--- config.mk ---
export PLATFORM = sky130hd
export DESIGN_NAME = bridge_reset_power_state_ctrl
export DESIGN_NICKNAME = d
export VERILOG_FILES = /design/src/rtl/rst_pwr_pkg.sv /design/src/rtl/bridge_reset_power_state_ctrl.sv
export VERILOG_INCLUDE_DIRS = /design/src /design/src/rtl
export SDC_FILE = /design/constraint.sdc
export NUM_CORES = 1
export LEC_CHECK = 0
export BUFFER_PORTS_ARGS = -buffer_cell sky130_fd_sc_hd__buf_4
export CAP_MARGIN = 20
export CORE_AREA = 5 5 91 72
export DETAILED_ROUTE_END_ITERATION = 10
export DIE_AREA = 0 0 96 77
export PLACE_DENSITY = 0.84
export SLEW_MARGIN = 10
export SYNTH_ARGS = -nofsm -noshare
export SYNTH_HDL_FRONTEND = slang
export SYNTH_SLANG_ARGS = --single-unit
--- constraint.sdc ---
create_clock -name i_clk -period 2.4 [get_ports i_clk]
set_clock_uncertainty 0.1 [all_clocks]
set_input_delay 0.12 -clock i_clk [delete_from_list [all_inputs] [get_ports i_clk]]
set_output_delay 0.12 -clock i_clk [all_outputs]
set_load 0.01 [all_outputs]
--- src/rtl/rst_pwr_defines.svh ---
// constants for the reset and power-state sequencer
// assumes a 40 MHz core clock and byte-wide configuration writes
`ifndef RST_PWR_DEFINES_SVH
`define RST_PWR_DEFINES_SVH

`define OFS_BRIDGE_CTRL     8'h3e
`define OFS_BRIDGE_CTRL_HI  8'h3f
`define OFS_DIAG_CTRL       8'h41
`define OFS_PM_CSR          8'h44
`define BIT_SEC_RST         6
`define BIT_CHIP_RST        0
`define PWR_D0              2'h0
`define PWR_D1              2'h1
`define PWR_D2              2'h2
`define PWR_D3HOT           2'h3
`define CLK_MHZ             40
`define SEC_RST_DELAY_US    100
`define SEC_RST_DELAY_CYC   (`SEC_RST_DELAY_US * `CLK_MHZ)
`define CHIP_RST_CYC        16
`define CHIP_RST_MAX_CYC    20
`define MASK_BITS           16
`define CNT_W               13

`endif

--- src/rtl/rst_pwr_pkg.sv ---
// types for the reset and power-state sequencer
// assumes rst_pwr_defines.svh is available on the include path
`default_nettype none
`include "rst_pwr_defines.svh"
package rst_pwr_pkg;
	typedef logic [1:0] pwr_state_t;
	typedef logic [7:0] cfg_byte_t;
	typedef enum logic [1:0] {SR_HOLD, SR_SHIFT, SR_WAIT, SR_RUN} sec_rst_e;
endpackage
`default_nettype wire

--- src/rtl/bridge_reset_power_state_ctrl.sv ---
// reset and power-state sequencing for a two-port bridge
// assumes config writes are byte strobes synchronous to i_clk
`timescale 1ns/100ps
`default_nettype none
`include "rst_pwr_defines.svh"

// What this block does
// - power-state writes to D1 or D2 are dropped; state keeps its current value
// - entering D3hot with clock-control enable stops and holds clocks low
// - D3hot to D0 restarts clocks and runs chip reset without secondary reset
// - only D0, D3hot and D3cold exist; registers via enhanced capability list
// - in D3hot the secondary bus may be placed in B2
// - downstream power events are never forwarded through the bridge
// - primary reset floats control outputs, drives secondary ad/cbe/par low, chip-resets and loads defaults
// - primary reset edges may be asynchronous to both bus clocks
// - secondary reset asserts whenever primary reset is asserted
// - after primary release shift mask in, then wait 100 us before release
// - secondary reset bit forces reset; release 100 us after it clears
// - chip reset write asserts secondary reset and sets secondary reset bit
// - after chip reset, hold reset until bit cleared; the mask is not shifted again
// - chip reset defaults the config registers, not the sequencer state, and floats primary and secondary control outputs
// - chip reset bit self-clears within 20 clocks of its write
// - no access is answered while chip reset runs
// - secondary reset floats secondary control outputs and grants at once
// - secondary reset drives address/data, command and parity low
// - secondary reset flushes posted-write and delayed buffers
// - reset by the bit still answers primary configuration accesses
// - after shift, float mask pins; release only if reset bit is clear
// - secondary clocks start only after primary reset is released
module bridge_reset_power_state_ctrl
	import rst_pwr_pkg::*;
(
	input  wire logic                  i_clk,          // primary bus clock
	input  wire logic                  i_nrst,         // primary reset, async
	input  wire logic                  i_cfg_wr,       // config byte write
	input  wire logic                  i_cfg_rd,       // config byte read
	input  wire logic [7:0]            i_cfg_addr,     // config byte offset
	input  wire rst_pwr_pkg::cfg_byte_t i_cfg_wdata,   // write byte
	input  wire logic                  i_bus_power_clock_ctrl_en, // pin
	input  wire logic                  i_mask_in,      // serial clock mask
	output logic [7:0]                 o_cfg_rdata,    // read byte
	output logic                       o_cfg_ack,      // access answered
	output logic                       o_sec_rst_n,    // secondary reset
	output logic                       o_sec_clk_en,   // secondary clocks run
	output logic                       o_mask_pins_oe, // mask-load pins drive
	output logic                       o_pri_oe,       // primary outputs on
	output logic                       o_sec_ctrl_oe,  // sec control/grant on
	output logic                       o_sec_ad_low,   // sec ad/cbe/par low
	output logic                       o_buf_flush,    // flush buffers
	output logic                       o_b2_state,     // secondary bus in B2
	output logic [1:0]                 o_pwr_state     // current power state
);
	// ********************************
	// reset release
	// ********************************
	logic rs1_r, rs2_r;
	// two stages so release is clean; assertion bypasses the clock
	always_ff @(posedge i_clk or negedge i_nrst)
		if (!i_nrst)
		begin
			rs1_r <= 1'b0;
			rs2_r <= 1'b0;
		end
		else
		begin
			rs1_r <= 1'b1;
			rs2_r <= rs1_r;
		end
	wire logic rst_n = rs2_r;

	// ********************************
	// chip reset pulse
	// ********************************
	logic [4:0] chip_cnt_r;
	logic [1:0] pwr_r;
	logic       chip_act_r;
	logic       chip_go;
	wire logic  wr_ok = i_cfg_wr && !chip_act_r;
	wire logic [1:0] pm_wr = i_cfg_wdata[1:0];
	// wake decode reads the live state so back-to-back writes see D3hot
	assign chip_go = (wr_ok && i_cfg_addr == `OFS_DIAG_CTRL
		&& i_cfg_wdata[`BIT_CHIP_RST])
		|| (wr_ok && i_cfg_addr == `OFS_PM_CSR
		&& pwr_r == `PWR_D3HOT && pm_wr == `PWR_D0);

	// counts a fixed chip reset below the 20-clock limit
	always_ff @(posedge i_clk or negedge rst_n)
		if (!rst_n)
		begin
			chip_act_r <= 1'b0;
			chip_cnt_r <= 5'h00;
		end
		else if (chip_go)
		begin
			chip_act_r <= 1'b1;
			chip_cnt_r <= 5'(`CHIP_RST_CYC);
		end
		else if (chip_act_r)
		begin
			chip_cnt_r <= chip_cnt_r - 5'h01;
			if (chip_cnt_r == 5'h01)
				chip_act_r <= 1'b0;
		end
	wire logic chip_diag_r_set = wr_ok && i_cfg_addr == `OFS_DIAG_CTRL
		&& i_cfg_wdata[`BIT_CHIP_RST];
	logic diag_origin_r; // chip reset started by the diagnostic bit
	always_ff @(posedge i_clk or negedge rst_n)
		if (!rst_n)
			diag_origin_r <= 1'b0;
		else if (chip_go)
			diag_origin_r <= chip_diag_r_set;
	wire logic soft_rst = chip_act_r;

	// ********************************
	// configuration registers
	// ********************************
	logic [15:0] bctl_r;
	// registers default on primary reset or chip reset
	always_ff @(posedge i_clk or negedge rst_n)
		if (!rst_n)
		begin
			bctl_r <= 16'h0000;
			pwr_r  <= `PWR_D0;
		end
		else if (soft_rst)
		begin
			bctl_r <= 16'h0000;
			pwr_r  <= `PWR_D0;
			if (diag_origin_r)
				bctl_r[`BIT_SEC_RST] <= 1'b1;
		end
		else if (chip_diag_r_set)
			bctl_r[`BIT_SEC_RST] <= 1'b1;
		else if (wr_ok)
		begin
			if (i_cfg_addr == `OFS_BRIDGE_CTRL)
				bctl_r[7:0] <= i_cfg_wdata;
			if (i_cfg_addr == `OFS_BRIDGE_CTRL_HI)
				bctl_r[15:8] <= i_cfg_wdata;
			// D1/D2 unsupported, so the write is dropped
			if (i_cfg_addr == `OFS_PM_CSR
				&& (pm_wr == `PWR_D0 || pm_wr == `PWR_D3HOT))
				pwr_r <= pm_wr;
		end
	wire logic sec_bit = bctl_r[`BIT_SEC_RST];

	// ********************************
	// register read port
	// ********************************
	// bit-driven secondary reset leaves config reachable
	always_ff @(posedge i_clk or negedge rst_n)
		if (!rst_n)
		begin
			o_cfg_ack   <= 1'b0;
			o_cfg_rdata <= 8'h00;
		end
		else
		begin
			o_cfg_ack <= (i_cfg_wr || i_cfg_rd) && !chip_act_r;
			unique case (i_cfg_addr)
				`OFS_BRIDGE_CTRL:    o_cfg_rdata <= bctl_r[7:0];
				`OFS_BRIDGE_CTRL_HI: o_cfg_rdata <= bctl_r[15:8];
				`OFS_DIAG_CTRL:      o_cfg_rdata <= {7'h00, chip_act_r};
				`OFS_PM_CSR:         o_cfg_rdata <= {6'h00, pwr_r};
				default:             o_cfg_rdata <= 8'h00;
			endcase
		end

	// ********************************
	// secondary reset sequencer
	// ********************************
	sec_rst_e    st_r;
	logic [3:0]  shift_cnt_r;
	logic [15:0] mask_r;
	logic [`CNT_W-1:0] dly_r;
	logic        sec_rst_r;
	// mask shift only follows a real primary release; chip reset reuses it
	always_ff @(posedge i_clk or negedge rst_n)
		if (!rst_n)
		begin
			st_r        <= SR_SHIFT;
			shift_cnt_r <= 4'h0;
			mask_r      <= 16'h0000;
			dly_r       <= '0;
			sec_rst_r   <= 1'b1;
		end
		else
			unique case (st_r)
				SR_SHIFT:
				begin
					mask_r      <= {mask_r[14:0], i_mask_in};
					shift_cnt_r <= shift_cnt_r + 4'h1;
					if (shift_cnt_r == 4'(`MASK_BITS - 1))
						st_r <= SR_HOLD;
				end
				SR_HOLD:
					if (!sec_bit && !soft_rst)
					begin
						st_r  <= SR_WAIT;
						dly_r <= `CNT_W'(`SEC_RST_DELAY_CYC);
					end
				SR_WAIT:
					if (sec_bit)
						st_r <= SR_HOLD;
					else if (dly_r == `CNT_W'(1))
					begin
						st_r      <= SR_RUN;
						sec_rst_r <= 1'b0;
					end
					else
						dly_r <= dly_r - `CNT_W'(1);
				SR_RUN:
					if (sec_bit)
					begin
						st_r      <= SR_HOLD;
						sec_rst_r <= 1'b1;
					end
			endcase
	wire logic sec_rst_now = sec_rst_r || sec_bit;

	// ********************************
	// pin controls
	// ********************************
	// D3hot-exit chip reset keeps the secondary reset pin idle
	always_ff @(posedge i_clk or negedge rst_n)
		if (!rst_n)
		begin
			o_sec_rst_n    <= 1'b0;
			o_sec_clk_en   <= 1'b0;
			o_mask_pins_oe <= 1'b0;
			o_pri_oe       <= 1'b0;
			o_sec_ctrl_oe  <= 1'b0;
			o_sec_ad_low   <= 1'b1;
			o_buf_flush    <= 1'b1;
			o_b2_state     <= 1'b0;
			o_pwr_state    <= `PWR_D0;
		end
		else
		begin
			o_sec_rst_n    <= !sec_rst_now;
			o_sec_clk_en   <= !(pwr_r == `PWR_D3HOT
				&& i_bus_power_clock_ctrl_en);
			o_mask_pins_oe <= st_r == SR_SHIFT;
			o_pri_oe       <= !soft_rst;
			o_sec_ctrl_oe  <= !sec_rst_now && !soft_rst;
			o_sec_ad_low   <= sec_rst_now;
			o_buf_flush    <= sec_rst_now || soft_rst;
			o_b2_state     <= pwr_r == `PWR_D3HOT
				&& i_bus_power_clock_ctrl_en;
			o_pwr_state    <= pwr_r;
		end
	// power events from downstream have no path here; no port exists.

	// ********************************
	// checks
	// ********************************
	d1d2_drop_a: assert property (@(posedge i_clk) disable iff (!rst_n)
		(wr_ok && i_cfg_addr == `OFS_PM_CSR && pwr_r == `PWR_D0
		&& (pm_wr == `PWR_D1 || pm_wr == `PWR_D2) && !soft_rst)
		|=> pwr_r == `PWR_D0)
		else $error("unsupported power state accepted");
	clk_stop_a: assert property (@(posedge i_clk) disable iff (!rst_n)
		(pwr_r == `PWR_D3HOT && i_bus_power_clock_ctrl_en) |=> !o_sec_clk_en)
		else $error("clocks not stopped in D3hot");
	chip_len_a: assert property (@(posedge i_clk) disable iff (!rst_n)
		chip_go |-> ##[1:20] !chip_act_r)
		else $error("chip reset overran");
	no_ack_a: assert property (@(posedge i_clk) disable iff (!rst_n)
		$past(chip_act_r) |-> !o_cfg_ack)
		else $error("access answered in chip reset");
	sec_float_a: assert property (@(posedge i_clk) disable iff (!rst_n)
		!o_sec_rst_n |-> !o_sec_ctrl_oe && o_sec_ad_low)
		else $error("secondary outputs driven in reset");
	set_bit_a: assert property (@(posedge i_clk) disable iff (!rst_n)
		chip_diag_r_set |=> sec_bit)
		else $error("chip reset left reset bit clear");
	hold_rst_a: assert property (@(posedge i_clk) disable iff (!rst_n)
		sec_bit |=> !o_sec_rst_n)
		else $error("secondary reset released with bit set");
	wait_dly_a: assert property (@(posedge i_clk) disable iff (!rst_n)
		(st_r == SR_HOLD ##1 st_r == SR_WAIT) |-> sec_rst_r [*8])
		else $error("secondary reset released early");
	flush_a: assert property (@(posedge i_clk) disable iff (!rst_n)
		sec_rst_now |=> o_buf_flush)
		else $error("buffers not flushed");
	cfg_live_a: assert property (@(posedge i_clk) disable iff (!rst_n)
		(i_cfg_rd && !chip_act_r) |=> o_cfg_ack)
		else $error("config access lost in reset");
	rel_c: cover property (@(posedge i_clk) disable iff (!rst_n)
		st_r == SR_WAIT ##1 st_r == SR_RUN);
	chip_c: cover property (@(posedge i_clk) disable iff (!rst_n)
		chip_go ##1 chip_act_r);
	d3_c: cover property (@(posedge i_clk) disable iff (!rst_n)
		pwr_r == `PWR_D3HOT ##1 pwr_r == `PWR_D0);
	// mask pins drive only while the mask is being clocked in
	mask_oe_a: assert property (@(posedge i_clk) disable iff (!rst_n)
		(st_r != SR_SHIFT) |=> !o_mask_pins_oe)
		else $error("mask pins driven after shift");
	wake_c: cover property (@(posedge i_clk) disable iff (!rst_n)
		chip_go && !chip_diag_r_set ##1 chip_act_r && o_sec_rst_n);
endmodule
`default_nettype wire

==> results of run 1 <==
[cell type report]
| class | count | area (µm²) |
|---|---|---|
| clock inverter | 6 | 114 |
| tap | 78 | 97.6 |
| inverter | 12 | 45.0 |
| sequential | 66 | 1660 |
| timing repair buffer | 63 | 536 |
| multi-input combinational | 190 | 1300 |
| clock buffer | 10 | 138 |
| fill | 420 | 1700 |
[through the flow]
step	power, mW	std cells	worst slack, ps
2_1_floorplan	1.84	278	278
3_3_place_gp	2.01	392	204
3_5_place_dp	2.05	392	121
4_1_cts	3.24	421	95.7
5_1_grt	3.41	425	21.9
6_report	3.22	425	115
[tightest hold or removal path, stage by stage]
cell and delay (ps):
buf_4 120, nor2_1 50, nor2_1 110
[repair_timing]
item / CTS / global route
resized for setup: 0 / 2
endpoints found under the setup margin: 0 / 2
hold buffers: 13 / 0
buffers inserted: 0 / 3
endpoints found under the hold margin: 23 / 0
[logic make-up (layout without fill, tap and decap cells)]
logic type / count (synthesis) / count (layout) / share of synthesized area, %
other cells: 1 / 1 / 0.123
flops: 66 / 66 / 54.5
xor+xnor: 7 / 7 / 2.02
fa+ha+maj: 6 / 6 / 2.47
compound gates: 35 / 35 / 7.29
simple gates: 116 / 116 / 22.4
buf+inv: 22 / 91 / 2.88
mux: 25 / 25 / 8.28
[cell usage after synthesis, drive strengths merged]
master / count / area (µm²)
a211oi: 1 / 7.51
or3b: 3 / 26.3
nor4bb: 2 / 20.0
o21a: 1 / 7.51
mux2i: 24 / 240
o21ai: 8 / 40.0
inv: 12 / 45.0
dfstp: 4 / 105
buf: 4 / 20.0
nand2b: 6 / 37.5
nand3: 11 / 55.1
xnor2: 5 / 43.8
or4: 11 / 86.3
nor2: 35 / 131
and2: 1 / 6.26
nor3: 4 / 20.0
a2111oi: 1 / 8.76
o41ai: 1 / 8.76
nor2b: 2 / 12.5
or2: 1 / 6.26
nand2: 15 / 56.3
nand4: 5 / 31.3
a21oi: 8 / 40.0
dfrtp: 62 / 1550
a31oi: 3 / 18.8
nor3b: 2 / 15.0
a31o: 1 / 8.76
o22ai: 2 / 12.5
ha: 6 / 75.1
o31a: 1 / 8.76
or4b: 2 / 20.0
nor4: 9 / 86.3
nor4b: 2 / 32.5
conb: 1 / 3.75
xor2: 2 / 17.5
nand3b: 1 / 7.51
or3: 4 / 30.0
mux2: 1 / 11.3
clkbuf: 6 / 22.5
o21bai: 2 / 15.0
o31ai: 6 / 45.0
[power groups by stage]
stage	clock network [mW]	logic (mW)	registers [mW]
2_1_floorplan	0	0.464	1.37
3_3_place_gp	0	0.639	1.37
3_5_place_dp	0	0.673	1.38
4_1_cts	1.18	0.695	1.36
5_1_grt	1.24	0.778	1.39
6_report	1.16	0.698	1.37
[state kept, by name (all words and copies together) (netlist names), 2 cells and up]
register     cells
bctl_r          16
chip_cnt_r       5
dly_r           13
o_cfg_rdata      8
o_pwr_state      2
pwr_r            2
shift_cnt_r      4
st_r             2
[layer usage]
layer  routed length, µm  vias to the layer above
met5                   0                        -
met3                 367                       14
met1                2920                     1127
met2                3080                       69
li1                    -                     1127
met4                 102                        0
[cells in the final DEF (no fill, tap or decap), drive strengths merged, types with 11 or more instances in the layout]
master       Yosys  layout
clkbuf           6      11
inv             12      12
nand2           15      15
buf              4      49
dlygate4sd3      0      13
dfrtp           62      62
nor2            35      35
or4             11      11
mux2i           24      24
nand3           11      11
[worst max path at each step]
stage,from,endpoint,depth (start not counted)
after floorplan,dly_r[1],dly_r[7],7
after global placement,dly_r[1],dly_r[7],7
after detailed placement,dly_r[1],dly_r[8],7
after CTS,dly_r[1],dly_r[8],7
after global routing,dly_r[1],dly_r[7],7
final,dly_r[1],dly_r[8],7
==> impl_metrics.ini, run 1 <==
[placement]
io_buffers = 39
dp_hpwl_um = 4390
place_area_um2 = 3450
gp_congestion = 0.825

[finish]
drive_gt1_share_pct = 23.1
area_growth_pct = 27.9
fin_area_um2 = 3880
diodes = 0
nets = 370
final_util_pct = 69.6

[floorplan]
die_x_um = 96
std_cell_rows = 24
fp.dieH_um = 77
die_area_um2 = 7390
initial_core_util_pct = 54.4
ios = 41
core_area_um2 = 5590

[setup_path]
crit_required_ps = 2520
crit_path_max_fanout = 5
reg2reg_depth = 7
start_kind = register
crit_path_top_delay_cell = or4b_4
r2r-start = dly_r[1]
rr_endpoint = dly_r[8]
critical_path.cell_chain = inv_2 -> ha_1 -> or4b_4 -> nor4b_4 -> buf_12 -> nor3_1 -> or3b_1
cp_data_arrival_time_ps = 2400
slowest_delay_ps = 480
rrSetupSlack_ps = 110
crit_family = simple AND/OR/NAND/NOR gates
critPathKind = reg -> reg
path_buf_inv = 2
end_kind = register

[sta]
worst_pin_slew_ps = 767
rsz0062_at_grt = false
fin_crit_ps = 2290
hold_viol = 0
max-slew-margin-rel_pct = 48.5
slew_violations = 0
whs_ps = 12.0
setup_tns_ps = 0
clock.fmax_mhz = 438
fin_crit_sh_pct = 95.2
setup_violations = 0

[hold_path]
whs_path_depth = 3
min_from = i_cfg_wr
hp-class = in -> reg
hold_end = o_cfg_ack

[power_and_ir_drop]
power_frac_comb_pct = 21.7
power_switching_mw = 0.941
p_leak_nw = 1.79
ir_worst_vdd_mv = 0.473
swShare_pct = 29.2
p_int_mw = 2.28
pwr-share-seq_pct = 42.4
power_density_nw_per_um2 = 829
p_clk_share_pct = 35.9

[routing]
wl_um = 6470
wl_per_cell_um = 15.2
drt-pass1-iter-count = 4
ant_nets = 0
first_iter_violations = 169
viasPerCell = 5.50
route.vias.total = 2337
drc_errors = 0

[job]
maxCapViolations = 0

[grt]
overflow = 0
grt_max_degree = 65
track_usage_pct = 19.8
grt_pass1_vias = 2420
antenna_found_initial = 0
gr-usage-met1_pct = 26.0
grtUsageMet2_pct = 28.9
grtUsageMet3_pct = 8.61
busiest_layer = met2
grt_pass1_wl_um = 11200

[synth]
yosysSeqAreaShare_pct = 54.5
syn_avg_cell_area_um2 = 10.9
synth_nets = 306
synth_area_um2 = 3040
yosysWarnings = 0
ys_types = 48
netlist_instances = 278
synth_seq_cells = 66

[clock_network]
tritoncts = done
htreeDepth = 3
clock-root-buffer = clkbuf_8
clockBufferDepth = 2
cts_buffers = 9
clkSlewWorstSetupHoldPaths_ps = 70
numClockSinks = 66
clk-insertion-delay-late_ps = 350

[outcome]
status = completed
Note: power is estimated with default switching activity, not from simulation.
==> inputs of run 2 (changes only) <==
CORE_AREA = 5 5 96 75   (was 5 5 91 72)
DIE_AREA = 0 0 101 80   (was 0 0 96 77)
PLACE_DENSITY = 0.8   (was 0.84)
clock period = 2 ns   (was 2.4 ns; I/O delays follow)
==> run 2 against run 1 <==
The run now ends with setup timing left. Worst hold slack improved by 46 ps. Register-to-register slack got worse by 290 ps. Total power rose by 18%. Critical endpoint unchanged. Critical path type unchanged. Setup slack got worse by 290 ps. Die area rose by 9.3%.
==> impl_metrics.ini, run 2 (synthesis results as in run 1) <==
[routing]
drc_errors = 0
wl_um = 6950
route.vias.total = 2479
ant_nets = 0
wl_per_cell_um = 15.2
viasPerCell = 5.41
first_iter_violations = 155
drt-pass1-iter-count = 4

[sta]
rsz0062_at_grt = true
max-slew-margin-rel_pct = 61.0
setup_slack_ps = -171
slew_violations = 0
clock.fmax_mhz = 461
worst_pin_slew_ps = 571
hold_viol = 0
whs_ps = 58.0
fin_crit_ps = 2170
setup_violations = 15
fin_crit_sh_pct = 109

[floorplan]
fp.dieH_um = 80
std_cell_rows = 25
initial_core_util_pct = 49.3
ios = 41
die_area_um2 = 8080
core_area_um2 = 6160
die_x_um = 101

[placement]
io_buffers = 39
place_ws_ps = -139
dp_hpwl_um = 4800
place_area_um2 = 3660
gp_congestion = 0.807
place_inst = 421

[clock_network]
clk-insertion-delay-late_ps = 350
cts_buffers = 9
clkSlewWorstSetupHoldPaths_ps = 70
clock-root-buffer = clkbuf_8
clockBufferDepth = 2
tritoncts = done
htreeDepth = 3
numClockSinks = 66

[finish]
nets = 400
fin_area_um2 = 4070
fill_cells = 475
largest_register_ffs = 16
largestRegisters = bctl_r: 16 flops, dly_r: 13 flops, o_cfg_rdata: 8 flops
diodes = 0
area_growth_pct = 34.0
final_cell_mix = buf_4 (76), dfrtp_1 (61), nor2_1 (35), mux2i_1 (24), nand2_1 (15)
final_common_cell = buf_4
seq_area_um2 = 1660
multiInputGateArea_um2 = 1320
drive_gt1_share_pct = 29.7
regMostFlops = bctl_r
finalNonFillerCells = 458

[setup_path]
crit_path_max_fanout = 5
end_kind = register
crit_required_ps = 2130
critPathKind = reg -> reg
rrSetupSlack_ps = -170
cp_data_arrival_time_ps = 2300
start_kind = register

[outcome]
failed_checks = setup timing
status = finished, violations left

[grt]
track_usage_pct = 18.8
grt_pass1_vias = 2526
antenna_found_initial = 0
overflow = 0
grt_max_degree = 29
grt_pass1_wl_um = 11900

[power_and_ir_drop]
power_density_nw_per_um2 = 937
ir_worst_vdd_mv = 0.601
p_leak_nw = 1.92
power.total_mw = 3.81

[job]
maxCapViolations = 0

[hold_path]
hp-class = in -> reg
[run 2: timing repair]
item                                    in CTS  in global routing
endpoints found under the hold margin       23                  0
gates resized for setup                      1                  4
endpoints found under the setup margin      15                 21
buffers inserted                             7                  0
pin swaps                                    7                  3
hold buffers                                14                  0
[run 2: routing by layer]
metal / wire (µm) / up-vias / track usage (%)
li1: - / 1190 / -
met1: 3090 / 1201 / 25.4
met2: 3290 / 73 / 29.0
met3: 450 / 15 / 6.03
met4: 116 / 0 / 5.71
met5: 0 / - / 0
[run 2: final timing paths]
check                               from             to  depth (start not counted)
max reg2reg                     dly_r[7]       dly_r[8]                          6
min in group asynchronous          rs2_r     bctl_r[12]                          0
max in group asynchronous          rs2_r   o_sec_ad_low                          1
max                             dly_r[7]       dly_r[8]                          6
min reg2reg                        rs2_r     bctl_r[12]                          0
min                        i_cfg_addr[0]  diag_origin_r                          3
[run 2: worst max-delay path, stage by stage, from the launching register on]
cell and delay [ps]:
dfrtp_1 380, or4_4 570, buf_6 140, nor4b_4 260, buf_4 190, nor3_2 50, or3b_1 360
[run 2: power breakdown]
| group | leakage (nW) | switching, mW | internal, mW |
|---|---|---|---|
| sequential | 0.857 | 0.152 | 1.49 |
| clock | 0.0953 | 0.502 | 0.605 |
| combinational | 0.967 | 0.498 | 0.567 |
[run 2: through the flow]
step                util, %  setup TNS (ps)
finish                 66.1           -1470
global route           66.1           -2740
CTS                    65.8            -918
detailed placement     59.4            -945
global placement       59.4            -118
floorplan                 -            -155
[run 2: area by class of cell]
cell class / count / area share [%]
flip-flops and latches: 66 / 40.7
inverters: 12 / 1.11
repair buffers: 93 / 18.5
multi-input cells: 190 / 32.4
clock buffers: 11 / 3.47
well taps: 81 / 2.49
clock inverters: 5 / 1.35
